<file path="src/pkg/fsfc_defs.svh">
`ifndef FSFC_DEFS_SVH
`define FSFC_DEFS_SVH

// register byte offsets
`define FSFC_OFS_FEATURE_ZERO  4'h0
`define FSFC_OFS_EXC_CTRL      4'h4
`define FSFC_OFS_ACCESS_CTRL   4'h8
`define FSFC_OFS_STATUS        4'hC

// feature register fields
`define FSFC_FEAT_ROUND        4'h1
`define FSFC_FEAT_SHORT_VEC    4'h0
`define FSFC_FEAT_SQRT         4'h1
`define FSFC_FEAT_DIVIDE       4'h1
`define FSFC_FEAT_TRAP         4'h0
`define FSFC_FEAT_DOUBLE       4'h2
`define FSFC_FEAT_SINGLE       4'h2
`define FSFC_FEAT_BANK         4'h2

// exception/control register fields
`define FSFC_EXC_ASYNC_BIT     31
`define FSFC_EXC_ENABLE_BIT    30
`define FSFC_EXC_UNK_MSB       25

// access control register fields
`define FSFC_ACC_PRIV_BIT      0
`define FSFC_ACC_SECURE_BIT    1
`define FSFC_ACC_COPROC_BIT    2
`define FSFC_ACC_TEN_BIT       3
`define FSFC_ACC_ELEVEN_BIT    4
`define FSFC_ACC_HYP_TRAP_BIT  5
`define FSFC_ACC_STRIDE_LSB    8
`define FSFC_ACC_STRIDE_MSB    10

// status register fields
`define FSFC_ST_DENIED_BIT     0
`define FSFC_ST_UNIT_EN_BIT    1
`define FSFC_ST_UNDEF_BIT      2

`define FSFC_RESET_WORD        32'h0000_0000
`define FSFC_ERR_WORD          32'hDEAD_0000

`endif

</file>
<file path="src/pkg/fsfc_pkg.sv">
package fsfc_pkg;

  typedef enum logic [1:0]
  {
    FSFC_IDLE = 2'b00,
    FSFC_ANSW = 2'b01
  } fsfc_state_t;

  typedef struct packed
  {
    fsfc_state_t state;
    logic        waitreq;
    logic [31:0] rdata;
    logic        resp_err;
    logic [25:0] exc_unk;
    logic        unit_en;
    logic [10:0] access;
    logic        denied;
    logic        undef_seen;
  } fsfc_regs_t;

endpackage : fsfc_pkg

</file>
<file path="src/rtl/fsfc_access_gate.sv">
`timescale 1ns/1ps
`include "fsfc_defs.svh"

// decides whether a register access may proceed
module fsfc_access_gate
  import fsfc_pkg::*;
(
  // access context
  input  wire logic        privileged,
  input  wire logic        secure,
  input  wire logic        coproc_access_ctrl,
  input  wire logic        coproc_ten_grant,
  input  wire logic        coproc_eleven_grant,
  input  wire logic        hyp_coproc_trap,
  input  wire logic        is_exc_ctrl,
  // result
  output logic             permit
);

  logic nonsecure_ok;

  always_comb
  begin
    nonsecure_ok = coproc_ten_grant && coproc_eleven_grant
                   && !hyp_coproc_trap;
    permit = privileged
             && (secure || nonsecure_ok)
             && (!is_exc_ctrl || coproc_access_ctrl);
  end

endmodule : fsfc_access_gate

</file>
<file path="src/rtl/fsfc_regs.sv">
`timescale 1ns/1ps
`include "fsfc_defs.svh"

// Summary of operation
// - feature bits 31:28 read 1, all rounding modes supported.
// - feature bits 27:24 read 0, short vectors unsupported.
// - feature bits 23:20 and 19:16 read 1, square root and divide.
// - feature bits 15:12 read 0, no exception trapping.
// - feature bits 11:8 and 7:4 read 2, double and single precision.
// - feature bits 3:0 read 2, thirty-two 64-bit bank registers.
// - only privileged accesses to the feature and control registers are accepted.
// - nonsecure access needs both coprocessor ten and eleven grants.
// - nonsecure access is also gated by the hypervisor trap.
// - control register access needs the coprocessor access permission.
// - the feature and control registers exist only when the float unit is implemented.
// - control bit 31 reads zero and ignores writes.
// - control bit 30 is the global enable of the float and vector units.
// - the global enable clears on reset.
// - nonzero vector stride makes non-compare, non-convert ops undefined.
module fsfc_regs
  import fsfc_pkg::*;
#(
  parameter bit FLOAT_PRESENT = 1'b1
)
(
  // clock and reset
  input  wire logic        clk,
  input  wire logic        reset_n,
  // avalon-mm slave
  input  wire logic [3:0]  address,
  input  wire logic        read,
  input  wire logic        write,
  input  wire logic [31:0] writedata,
  input  wire logic [3:0]  byteenable,
  output logic [31:0]      readdata,
  output logic             waitrequest,
  output logic [1:0]       response,
  // instruction classification
  input  wire logic        float_dp_op,
  input  wire logic        float_cmp_cvt,
  // unit control
  output logic             float_unit_enable,
  output logic             undef_instr
);

  fsfc_regs_t cur;
  fsfc_regs_t next_cur;
  logic       permit;
  logic       is_exc;
  logic       undef_now;
  logic [31:0] feature_word;
  logic [31:0] exc_word;
  logic [31:0] access_word;
  logic [31:0] status_word;

  initial
  begin
    if ($bits(address) != 4)
      $error("address width unsupported");
  end

  function automatic logic [31:0] merge_be(input logic [31:0] old_v,
                                           input logic [31:0] new_v,
                                           input logic [3:0]  be);
    logic [31:0] r;
    r = old_v;
    for (int i = 0; i < 4; i++)
      if (be[i])
        r[i*8 +: 8] = new_v[i*8 +: 8];
    return r;
  endfunction : merge_be

  ////////////////////////////////////////////////////////////////////////////
  // access gating

  assign is_exc = (address == `FSFC_OFS_EXC_CTRL);

  fsfc_access_gate u_gate
  (
    .privileged          (cur.access[`FSFC_ACC_PRIV_BIT]),
    .secure              (cur.access[`FSFC_ACC_SECURE_BIT]),
    .coproc_access_ctrl  (cur.access[`FSFC_ACC_COPROC_BIT]),
    .coproc_ten_grant    (cur.access[`FSFC_ACC_TEN_BIT]),
    .coproc_eleven_grant (cur.access[`FSFC_ACC_ELEVEN_BIT]),
    .hyp_coproc_trap     (cur.access[`FSFC_ACC_HYP_TRAP_BIT]),
    .is_exc_ctrl         (is_exc),
    .permit              (permit)
  );

  ////////////////////////////////////////////////////////////////////////////
  // register images

  always_comb
  begin
    feature_word = {`FSFC_FEAT_ROUND,
                    `FSFC_FEAT_SHORT_VEC,
                    `FSFC_FEAT_SQRT,
                    `FSFC_FEAT_DIVIDE,
                    `FSFC_FEAT_TRAP,
                    `FSFC_FEAT_DOUBLE,
                    `FSFC_FEAT_SINGLE,
                    `FSFC_FEAT_BANK};
    exc_word = `FSFC_RESET_WORD;
    exc_word[`FSFC_EXC_ASYNC_BIT] = 1'b0;
    exc_word[`FSFC_EXC_ENABLE_BIT] = cur.unit_en;
    exc_word[`FSFC_EXC_UNK_MSB:0] = cur.exc_unk;
    access_word = `FSFC_RESET_WORD;
    access_word[`FSFC_ACC_STRIDE_MSB:0] = cur.access;
    status_word = `FSFC_RESET_WORD;
    status_word[`FSFC_ST_DENIED_BIT] = cur.denied;
    status_word[`FSFC_ST_UNIT_EN_BIT] = cur.unit_en;
    status_word[`FSFC_ST_UNDEF_BIT] = cur.undef_seen;
  end

  assign undef_now = float_dp_op && !float_cmp_cvt
                     && (cur.access[`FSFC_ACC_STRIDE_MSB:`FSFC_ACC_STRIDE_LSB]
                         != 3'h0);

  ////////////////////////////////////////////////////////////////////////////
  // next state

  always_comb
  begin
    logic [31:0] merged;
    logic        ok;
    merged = `FSFC_RESET_WORD;
    ok = 1'b0;
    next_cur = cur;
    next_cur.undef_seen = undef_now;
    case (cur.state)
      FSFC_IDLE:
      begin
        if (read || write)
        begin
          next_cur.state = FSFC_ANSW;
          next_cur.waitreq = 1'b0;
          next_cur.resp_err = 1'b0;
          next_cur.rdata = `FSFC_RESET_WORD;
          ok = FLOAT_PRESENT && (permit ||
                 address == `FSFC_OFS_ACCESS_CTRL ||
                 address == `FSFC_OFS_STATUS);
          if (!ok && (address == `FSFC_OFS_FEATURE_ZERO || is_exc))
          begin
            next_cur.resp_err = 1'b1;
            next_cur.rdata = `FSFC_ERR_WORD;
            next_cur.denied = 1'b1;
          end
          else
          begin
            case (address)
              `FSFC_OFS_FEATURE_ZERO: next_cur.rdata = feature_word;
              `FSFC_OFS_EXC_CTRL:
              begin
                next_cur.rdata = exc_word;
                if (write)
                begin
                  merged = merge_be(exc_word, writedata, byteenable);
                  next_cur.unit_en = merged[`FSFC_EXC_ENABLE_BIT];
                  next_cur.exc_unk = merged[`FSFC_EXC_UNK_MSB:0];
                end
              end
              `FSFC_OFS_ACCESS_CTRL:
              begin
                next_cur.rdata = access_word;
                if (write)
                begin
                  merged = merge_be(access_word, writedata, byteenable);
                  next_cur.access = merged[`FSFC_ACC_STRIDE_MSB:0];
                end
              end
              `FSFC_OFS_STATUS:
              begin
                next_cur.rdata = status_word;
                if (write && writedata[`FSFC_ST_DENIED_BIT]
                    && byteenable[0])
                  next_cur.denied = 1'b0;
              end
              default:
              begin
                next_cur.resp_err = 1'b1;
                next_cur.rdata = `FSFC_RESET_WORD;
              end
            endcase
          end
        end
      end
      FSFC_ANSW:
      begin
        next_cur.state = FSFC_IDLE;
        next_cur.waitreq = 1'b1;
      end
      default:
      begin
        next_cur.state = FSFC_IDLE;
        next_cur.waitreq = 1'b1;
      end
    endcase
  end

  ////////////////////////////////////////////////////////////////////////////
  // state register

  always_ff @(posedge clk or negedge reset_n)
  begin
    if (!reset_n)
    begin
      cur <= '0;
      cur.state <= FSFC_IDLE;
      cur.waitreq <= 1'b1;
      cur.unit_en <= 1'b0;
    end
    else
      cur <= next_cur;
  end

  assign readdata = cur.rdata;
  assign waitrequest = cur.waitreq;
  assign response = {cur.resp_err, 1'b0};
  assign float_unit_enable = cur.unit_en;
  assign undef_instr = cur.undef_seen;

endmodule : fsfc_regs

</file>
<file path="config.mk">
export PLATFORM = sky130hd
export DESIGN_NAME = fsfc_regs
export DESIGN_NICKNAME = d
export VERILOG_FILES = /design/src/pkg/fsfc_pkg.sv /design/src/rtl/fsfc_access_gate.sv /design/src/rtl/fsfc_regs.sv
export VERILOG_INCLUDE_DIRS = /design/src /design/src/pkg
export SDC_FILE = /design/constraint.sdc
export NUM_CORES = 1
export LEC_CHECK = 0
export BUFFER_PORTS_ARGS = -buffer_cell sky130_fd_sc_hd__clkbuf_2
export CAP_MARGIN = 15
export CORE_MARGIN = 2
export CORE_UTILIZATION = 50
export DETAILED_ROUTE_END_ITERATION = 8
export PLACE_DENSITY = 0.85
export SETUP_SLACK_MARGIN = 0.4
export SYNTH_ARGS = -nofsm -noshare
export SYNTH_HDL_FRONTEND = slang
export SYNTH_SLANG_ARGS = --single-unit
</file>
<file path="constraint.sdc">
create_clock -name clk -period 4.8 [get_ports clk]
set_input_delay 0 -clock clk [delete_from_list [all_inputs] [get_ports clk]]
set_output_delay 0 -clock clk [all_outputs]
set_load 0.02 [all_outputs]
</file>
After elaboration in Yosys (flattened, before gate mapping)
Index checks and enable logic that the tools add are counted.
Cells by class
  mux-type cells: 19
  magnitude comparators: 0
  divide/modulo/power cells: 0
  multipliers: 0
  equal/unequal tests: 4
  add/sub/neg operators: 0
  shift operators: 0
  reductions and logical operators: 33
  bitwise operators: 1
Operators with widths (count)
  31-bit case mux with 4 select lines: 1
  75-bit two-way mux: 1
  27-bit two-way mux: 2
  38-bit two-way mux: 1
  6-bit AND reduction: 6
  33-bit two-way mux: 1
  8-bit two-way mux: 4
  11-bit two-way mux: 2
  1-bit logical AND: 9
  4-bit == test, second input constant: 2
  7-bit two-way mux: 1
  1-bit logical OR: 6
  3-bit two-way mux: 2
  4-bit by 3-bit == test with 1-bit output, second input constant: 1
  1-bit logical NOT: 4
  4-bit logical NOT: 1
  1-bit two-way mux: 4
  4-bit AND reduction: 1
  2-bit nonzero test: 2
  4-bit OR reduction: 1
  3-bit nonzero test: 1
  2-bit logical NOT: 1
  2-bit != test, second input constant: 1
  2-bit AND reduction: 1
  1-bit NOT: 1
Storage, ports and cells
  memories: 0
  bits in latches: 0
  output and inout port bits: 37
  input port bits: 46
  register bits after elaboration: 76
  ROM bits: 0
  memory bits (writable): 0

Logic depth before layout (Yosys ltp)
Gate-level depths: netlist of run 1.
  depth after elaboration: 12
  mapped depth: 6

Cells and area by module
A second synthesis of run 1 with hierarchy kept.
Second synthesis, totals
  cells, all modules: 265
  area total of the unflattened synthesis: 3283.1 um2
Modules (own cells, without submodules)
  fsfc_regs: seq. area each 1803.0 um2, area each 3259.4 um2, cells an instance 262, instances 1
  fsfc_access_gate: seq. area each 0.0 um2, area each 23.8 um2, cells an instance 3, instances 1

Worst setup path after synthesis of run 1
OpenSTA, ideal clock, no wires.
  path type: flip-flop to flip-flop
  start: register cur (netlist bit access_word[5])
  end: register cur[14] in the netlist's numbering
  data arrival time: 1504 ps
  setup slack: 3171 ps
  library setup time: 125 ps
  cell stages (with the launch flop): 5
  required time: 4675 ps
  cells stage by stage: dfrtp_1 -> and3b_1 -> o221ai_2 -> nor3_4 -> mux2_2
On the way
  word-level cells in the longest chain between the ends: 11
RTL lines
  from (decl): line fsfc_regs.sv:46  | fsfc_regs_t cur;
  from (signal assigned): line fsfc_regs.sv:213  | cur <= next_cur;
  1-bit logical NOT: line fsfc_access_gate.sv:25  | && !hyp_coproc_trap;
  1-bit logical AND: line fsfc_access_gate.sv:25
  1-bit logical OR: line fsfc_access_gate.sv:27  | && (secure || nonsecure_ok)
  1-bit logical AND: line fsfc_access_gate.sv:27
  1-bit logical AND: line fsfc_access_gate.sv:28  | && (!is_exc_ctrl || coproc_access_ctrl);
  1-bit logical OR (no line) (2 in a row)
  1-bit logical NOT: line fsfc_regs.sv:142  | if (!ok && (address == `FSFC_OFS_FEATURE_ZERO || is_exc))
  1-bit logical AND: line fsfc_regs.sv:142
  1-bit NOT (no line)
  6-bit AND reduction (no line)
Every way passes these cells.
A chain may end at the register's enable or synchronous reset.

Worst setup path in the final report of run 1
  start: register cur (netlist bit access_word[4])
  end: register cur (netlist bit readdata[6])
On the way
  word-level cells in the longest chain between the ends: 10
RTL lines
  1-bit logical AND: line fsfc_access_gate.sv:24  | nonsecure_ok = coproc_ten_grant && coproc_eleven_grant
  1-bit logical AND: line fsfc_access_gate.sv:25
  1-bit logical OR: line fsfc_access_gate.sv:27
  1-bit logical AND: line fsfc_access_gate.sv:27
  1-bit logical AND: line fsfc_access_gate.sv:28
  1-bit logical OR (no line) (2 in a row)
  1-bit logical NOT: line fsfc_regs.sv:142
  1-bit logical AND: line fsfc_regs.sv:142
  33-bit two-way mux: line fsfc_regs.sv:142
Every way passes these cells.

==> results.ini, run 1 <==
[cells_and_area]
postLayoutCoreUtil_pct = 62.3
stdcell_count = 412
layout.nets = 376
area_growth_pct = 22.3
design_area_um2 = 3910
diodes = 0
drive_gt1_share_pct = 39.7

[grt]
grt_max_degree = 73
grt_pass1_vias = 2219
grt_pass1_wl_um = 11000
grt_overflow_total = 0
grt_use_total_pct = 20.1
grt_use_met3_pct = 4.06
top_usage_layer = met2
antenna_found_initial = 0
use_met2_pct = 32.1
use_met1_pct = 26.3

[synth]
synthArstFlopShare_pct = 100
syn_avg_cell_area_um2 = 12.6
yosysTopAreaCell = dfrtp_1
yosysSeqAreaShare_pct = 56.4
ys.flop_type = dfrtp_1
yosysTopAreaCellShare_pct = 55.5
yosys.cell_count.top_type = dfrtp_1
synth_area_um2 = 3200
synth_cells = 254
synth_common_cells = dfrtp_1 (71), buf_4 (34), mux2_2 (30)
synth-edff-count = 0
yosysWarnings = 0
ys_top_cells_by_area = dfrtp_1 (56%), mux2_2 (11%), buf_4 (8.0%)
ys_types = 43
ys_seq_elements = 72

[route]
wl_per_cell_um = 16.4
via_per_inst = 5.36
first_pass_iters = 4
drt-initial-drc-count = 160
drc = 0
wl_um = 6740
route.vias.total = 2207
antenna_left = 0

[worst_setup_path]
max_stage_delay_ns = 0.74
worstSetupStartpointType = flop
cp.buffers_inverters = 0
path_cells = and3b_1 -> o221a_2 -> o21ai_1 -> o21ai_0
cpMaxStageDelayCell = o21ai_1
cp-end-kind = flop
cp_data_arrival_time_ns = 2.20
critPathTopFamily = compound AO/OA/AOI/OAI gates
required_ns = 4.97
crit_path_max_fanout = 12
crit_type = flop to flop

[clock_tree]
cts_tree = built
cts_buffer_depth = 2
root_buffer = clkbuf_8
numCtsBuffers = 9
cts_num_sinks = 72
postCtsSetupRepairBufs = 0
htreeDepth = 3
clkTransAtPathRegs_ns = 0.07
clkLatencyLatePin_ns = 0.34

[placement]
place_congestion = 0.825
hpwl_um = 4430
place_inst = 366
place_area_um2 = 3390
numPortBuffers = 75

[timing]
slew_violations = 0
hold_viol = 0
period_share_pct = 42.3
setup_viol = 0
max_freq_mhz = 492
grt_setup_unrepaired = no
slew_headroom_pct = 37.0
fin_tns_setup_ns = 0
skew_ns = 0.00745
tightest_slew_ns = 0.938
min_period_ns = 2.03

[floorplanning]
pin_count = 83
core_area_um2 = 6280
fp.dieW_um = 84.0
initial_core_util_pct = 51.0
num_rows = 29
dieArea_um2 = 7050
die_h_um = 84.0

[outcome]
status = finished clean

[power]
leakagePower_uw = 0.00202
powerDensity_nw_per_um2 = 341
peakVddDrop_uv = 180

[flow_run]
maxCapViolCount = 0

[min_path]
hold_path.class = primary input to flop

path summary, 6_finish.rpt:
| kind | from | endpoint | slack (ns) | depth (start not counted) |
|---|---|---|---|---|
| worst max-delay path | access_word[4] | readdata[6] | 2.77 | 4 |
| max in group asynchronous | reset_n | cur[33] | 3.83 | 3 |
| worst max register to register | access_word[4] | readdata[6] | 2.77 | 4 |
| worst min register to register | readdata[28] | readdata[28] | 0.47 | 2 |
| worst min-delay path | byteenable[0] | cur[1] | 0.02 | 4 |
| min in group asynchronous | reset_n | cur[17] | 0.40 | 3 |
registers in the layout, summed over array words and instances (netlist names):
name               cells
waitrequest            1
cur                   28
readdata              29
response               1
undef_instr            1
float_unit_enable      1
access_word           11
cell families after synthesis:
family,count (synthesis),synth area share [%]
multiplexers,41,14.3
other,1,0.117
flip-flops,72,56.4
buffers and inverters,46,9.78
AO/OA/AOI/OAI,48,10.8
AND/OR/NAND/NOR,46,8.64
layout by cell type, fill, tap and decap left out, types with 3 or more instances in the layout:
master	instances
clkbuf_2	74
dfrtp_1	71
mux2_2	30
dlygate4sd3_1	30
nand2_1	18
o21ai_0	15
clkbuf_8	10
mux2_1	8
a22o_1	8
a22oi_1	6
nor2_1	6
a221o_1	6
nor2b_1	4
nor3_1	3
mux2i_1	3
a21oi_1	3
per-layer routing:
layer,vias to the layer above,wire length (um)
met4,0,131
met3,11,301
met1,1107,2910
li1,1022,-
met2,67,3400
met5,-,0
final cells by class:
type                       count  area, um2
inverter                       3       11.3
fill                         499       2360
clock buffer                  11        141
tap                           77       96.3
multi-input combinational    137       1090
clock inverter                 5       80.1
timing repair buffer         107        691
sequential                    72       1800
report_power, final:
part           switching, uW  leakage [uW]  internal [uW]
clock network            223      0.000106            306
logic                   83.7      0.000941           64.3
registers               21.8      0.000978            637
total                    329       0.00202           1010
worst reg2reg max path, cell delays in order, from the launching register on:
cell     delay, ns
dfrtp_1       0.41
and3b_1       0.21
o221a_2       0.28
o21ai_1       0.74
o21ai_0       0.24
what timing repair did:
item	CTS	global route
hold buffers	30	0
endpoints found under the hold margin	110	0
resized for setup	0	0
metrics by stage:
step / setup slack [ns] / hold slack, ns / power, uW
after floorplan: 3.17 / -0.296 / 752
after global placement: 2.95 / 0.159 / 793
after detailed placement: 2.87 / 0.171 / 799
after CTS: 2.82 / 0.0113 / 1340
after global routing: 2.61 / 0.0609 / 1380
final: 2.77 / 0.0219 / 1340
No activity file was read; power rests on OpenSTA's default activity.
==> run 2: changes to the inputs <==
==> constraint.sdc (replaced) <==
create_clock -name clk -period 2.05 [get_ports clk]
set_input_delay 0 -clock clk [delete_from_list [all_inputs] [get_ports clk]]
set_output_delay 0 -clock clk [all_outputs]
set_load 0.02 [all_outputs]
==> results.ini, run 2 (same netlist as run 1, synthesis figures left out) <==
[outcome]
status = finished clean

[power]
leakagePower_uw = 0.00213  ; +5.1%
peakVddDrop_uv = 435  ; +140%
powerDensity_nw_per_um2 = 798  ; +130%

[worst_setup_path]
crit_path_max_fanout = 7  ; -5
required_ns = 2.27  ; -2.70 ns
max_stage_delay_ns = 0.40  ; -0.34 ns
cp-end-kind = flop
critPathTopFamily = simple AND/OR/NAND/NOR gates
cpMaxStageDelayCell = dfrtp_1
cp.buffers_inverters = 2  ; +2
crit_type = flop to flop
worstSetupStartpointType = flop
cp_data_arrival_time_ns = 1.92  ; -0.28 ns
path_cells = nor2b_2 -> buf_4 -> nand2_1 -> nor3_4 -> buf_6 -> mux2_2

[cells_and_area]
largest_register_ffs = 29  ; unchanged
drive_gt1_share_pct = 43.3  ; +3.6 points
design_area_um2 = 4150  ; +6.1%
stdcell_count = 421  ; +2.2%
area_growth_pct = 29.8
multi_input_area_um2 = 1190  ; +9.3%
diodes = 0  ; unchanged
layout_common_cells = clkbuf_2 (74), dfrtp_1 (71), dlygate4sd3_1 (30)
layout.nets = 385  ; +2.4%
layout_commonest_cell = clkbuf_2
n_fill_cell = 470  ; -5.8%
regArea_um2 = 1800  ; unchanged

[route]
first_pass_iters = 4  ; unchanged
antenna_left = 0  ; unchanged
wl_um = 7090  ; +5.1%
route.vias.total = 2278  ; +3.2%
wl_per_cell_um = 16.8  ; +2.9%
drt-initial-drc-count = 94  ; -41%
via_per_inst = 5.41  ; +1.0%
drc = 0  ; unchanged

[timing]
max_freq_mhz = 590  ; +20%
min_period_ns = 1.70  ; -0.336 ns
tightest_slew_ns = 0.542  ; -0.396 ns
setup_viol = 0  ; unchanged
slew_headroom_pct = 63.9  ; +27 points
grt_setup_unrepaired = yes
hold_viol = 0  ; unchanged
whs_ns = 0.0351  ; +0.0133 ns
slew_violations = 0  ; unchanged
fin_tns_setup_ns = 0  ; unchanged
skew_ns = 0.00662  ; -0.000836 ns
period_share_pct = 82.7  ; +40 points

[clock_tree]
cts_buffer_depth = 2  ; unchanged
htreeDepth = 3  ; unchanged
numCtsBuffers = 9  ; unchanged
cts_tree = built
root_buffer = clkbuf_8
cts_num_sinks = 72  ; unchanged
clkTransAtPathRegs_ns = 0.07  ; about the same
clkLatencyLatePin_ns = 0.34  ; about the same

[grt]
grt_use_total_pct = 21.4  ; +1.3 points
antenna_found_initial = 0  ; unchanged
grt_pass1_vias = 2283  ; +2.9%
grt_max_degree = 73  ; unchanged
grt_overflow_total = 0  ; unchanged
grt_pass1_wl_um = 11500  ; +4.6%

[placement]
hpwl_um = 4590  ; +3.5%
place_congestion = 0.891  ; +8.0%
place_area_um2 = 3430  ; +1.3%
numPortBuffers = 75  ; unchanged
place_inst = 370  ; +1.1%

[floorplanning]
die_h_um = 84.0  ; unchanged
core_area_um2 = 6280  ; unchanged
fp.dieW_um = 84.0  ; unchanged
initial_core_util_pct = 51.0  ; unchanged
num_rows = 29  ; unchanged
dieArea_um2 = 7050  ; unchanged
pin_count = 83  ; unchanged

[min_path]
hold_path.class = primary input to flop

[flow_run]
maxCapViolCount = 0  ; unchanged

-- run 2: cell count changes in the layout (fill, tap and decap cells not counted), sizes merged --
| cell | previous run | this run |
|---|---|---|
| clkinvlp | 2 | 1 |
| bufinv | 2 | 3 |
| buf | 3 | 12 |
-- run 2: where the power goes --
group	internal, uW	leakage [uW]	switching (uW)
logic	167	0.00102	206
clock network	873	0.000126	519
registers	1490	0.000978	55.4
-- run 2: layout make-up --
class,instances,share of cell area (%)
clock buffers,11,3.65
inverters,3,0.271
flip-flops and latches,72,43.4
well taps,77,2.32
multi-input cells,137,28.7
repair buffers,116,19.1
clock inverters,5,2.47
-- run 2: tightest hold or removal path, stage by stage --
cell      delay, ns
clkbuf_2       0.11
nand4_1        0.09
o21ai_0        0.07
nand2b_1       0.07
-- run 2: final timing paths --
path | end | start | depth (start not counted) | slack (ns)
max | cur[17] | cur[74] | 6 | 0.35
min | cur[1] | byteenable[0] | 4 | 0.04
max reg2reg | cur[17] | cur[74] | 6 | 0.35
min reg2reg | readdata[9] | readdata[9] | 2 | 0.48
max in group asynchronous | waitrequest | reset_n | 3 | 1.50
min in group asynchronous | readdata[4] | reset_n | 3 | 0.23
-- run 2: metrics by stage --
| step | utilization [%] | setup slack (ns) | power [uW] |
|---|---|---|---|
| global placement | 54.7 | 0.258 | 1870 |
| finish | 66.1 | 0.354 | 3310 |
| floorplan | - | 0.421 | 1760 |
| global route | 66.1 | 0.297 | 3440 |
| detailed placement | 54.7 | 0.187 | 1880 |
| CTS | 64.6 | 0.386 | 3320 |
-- run 2: what timing repair did --
action,in CTS,in global routing
cloned,0,0
endpoints found under the hold margin,111,0
hold buffers,30,0
pin swaps,2,5
setup buffers,3,2
setup endpoints to repair,47,47
gates resized for setup,5,23
-- run 2: metal layers --
layer	global-route usage (%)	share of wire [%]	vias to the layer above
li1	-	-	1043
met1	27.4	43	1146
met2	35.3	51	80
met3	4.85	4.8	9
met4	8.80	1.2	0
met5	0	0	-
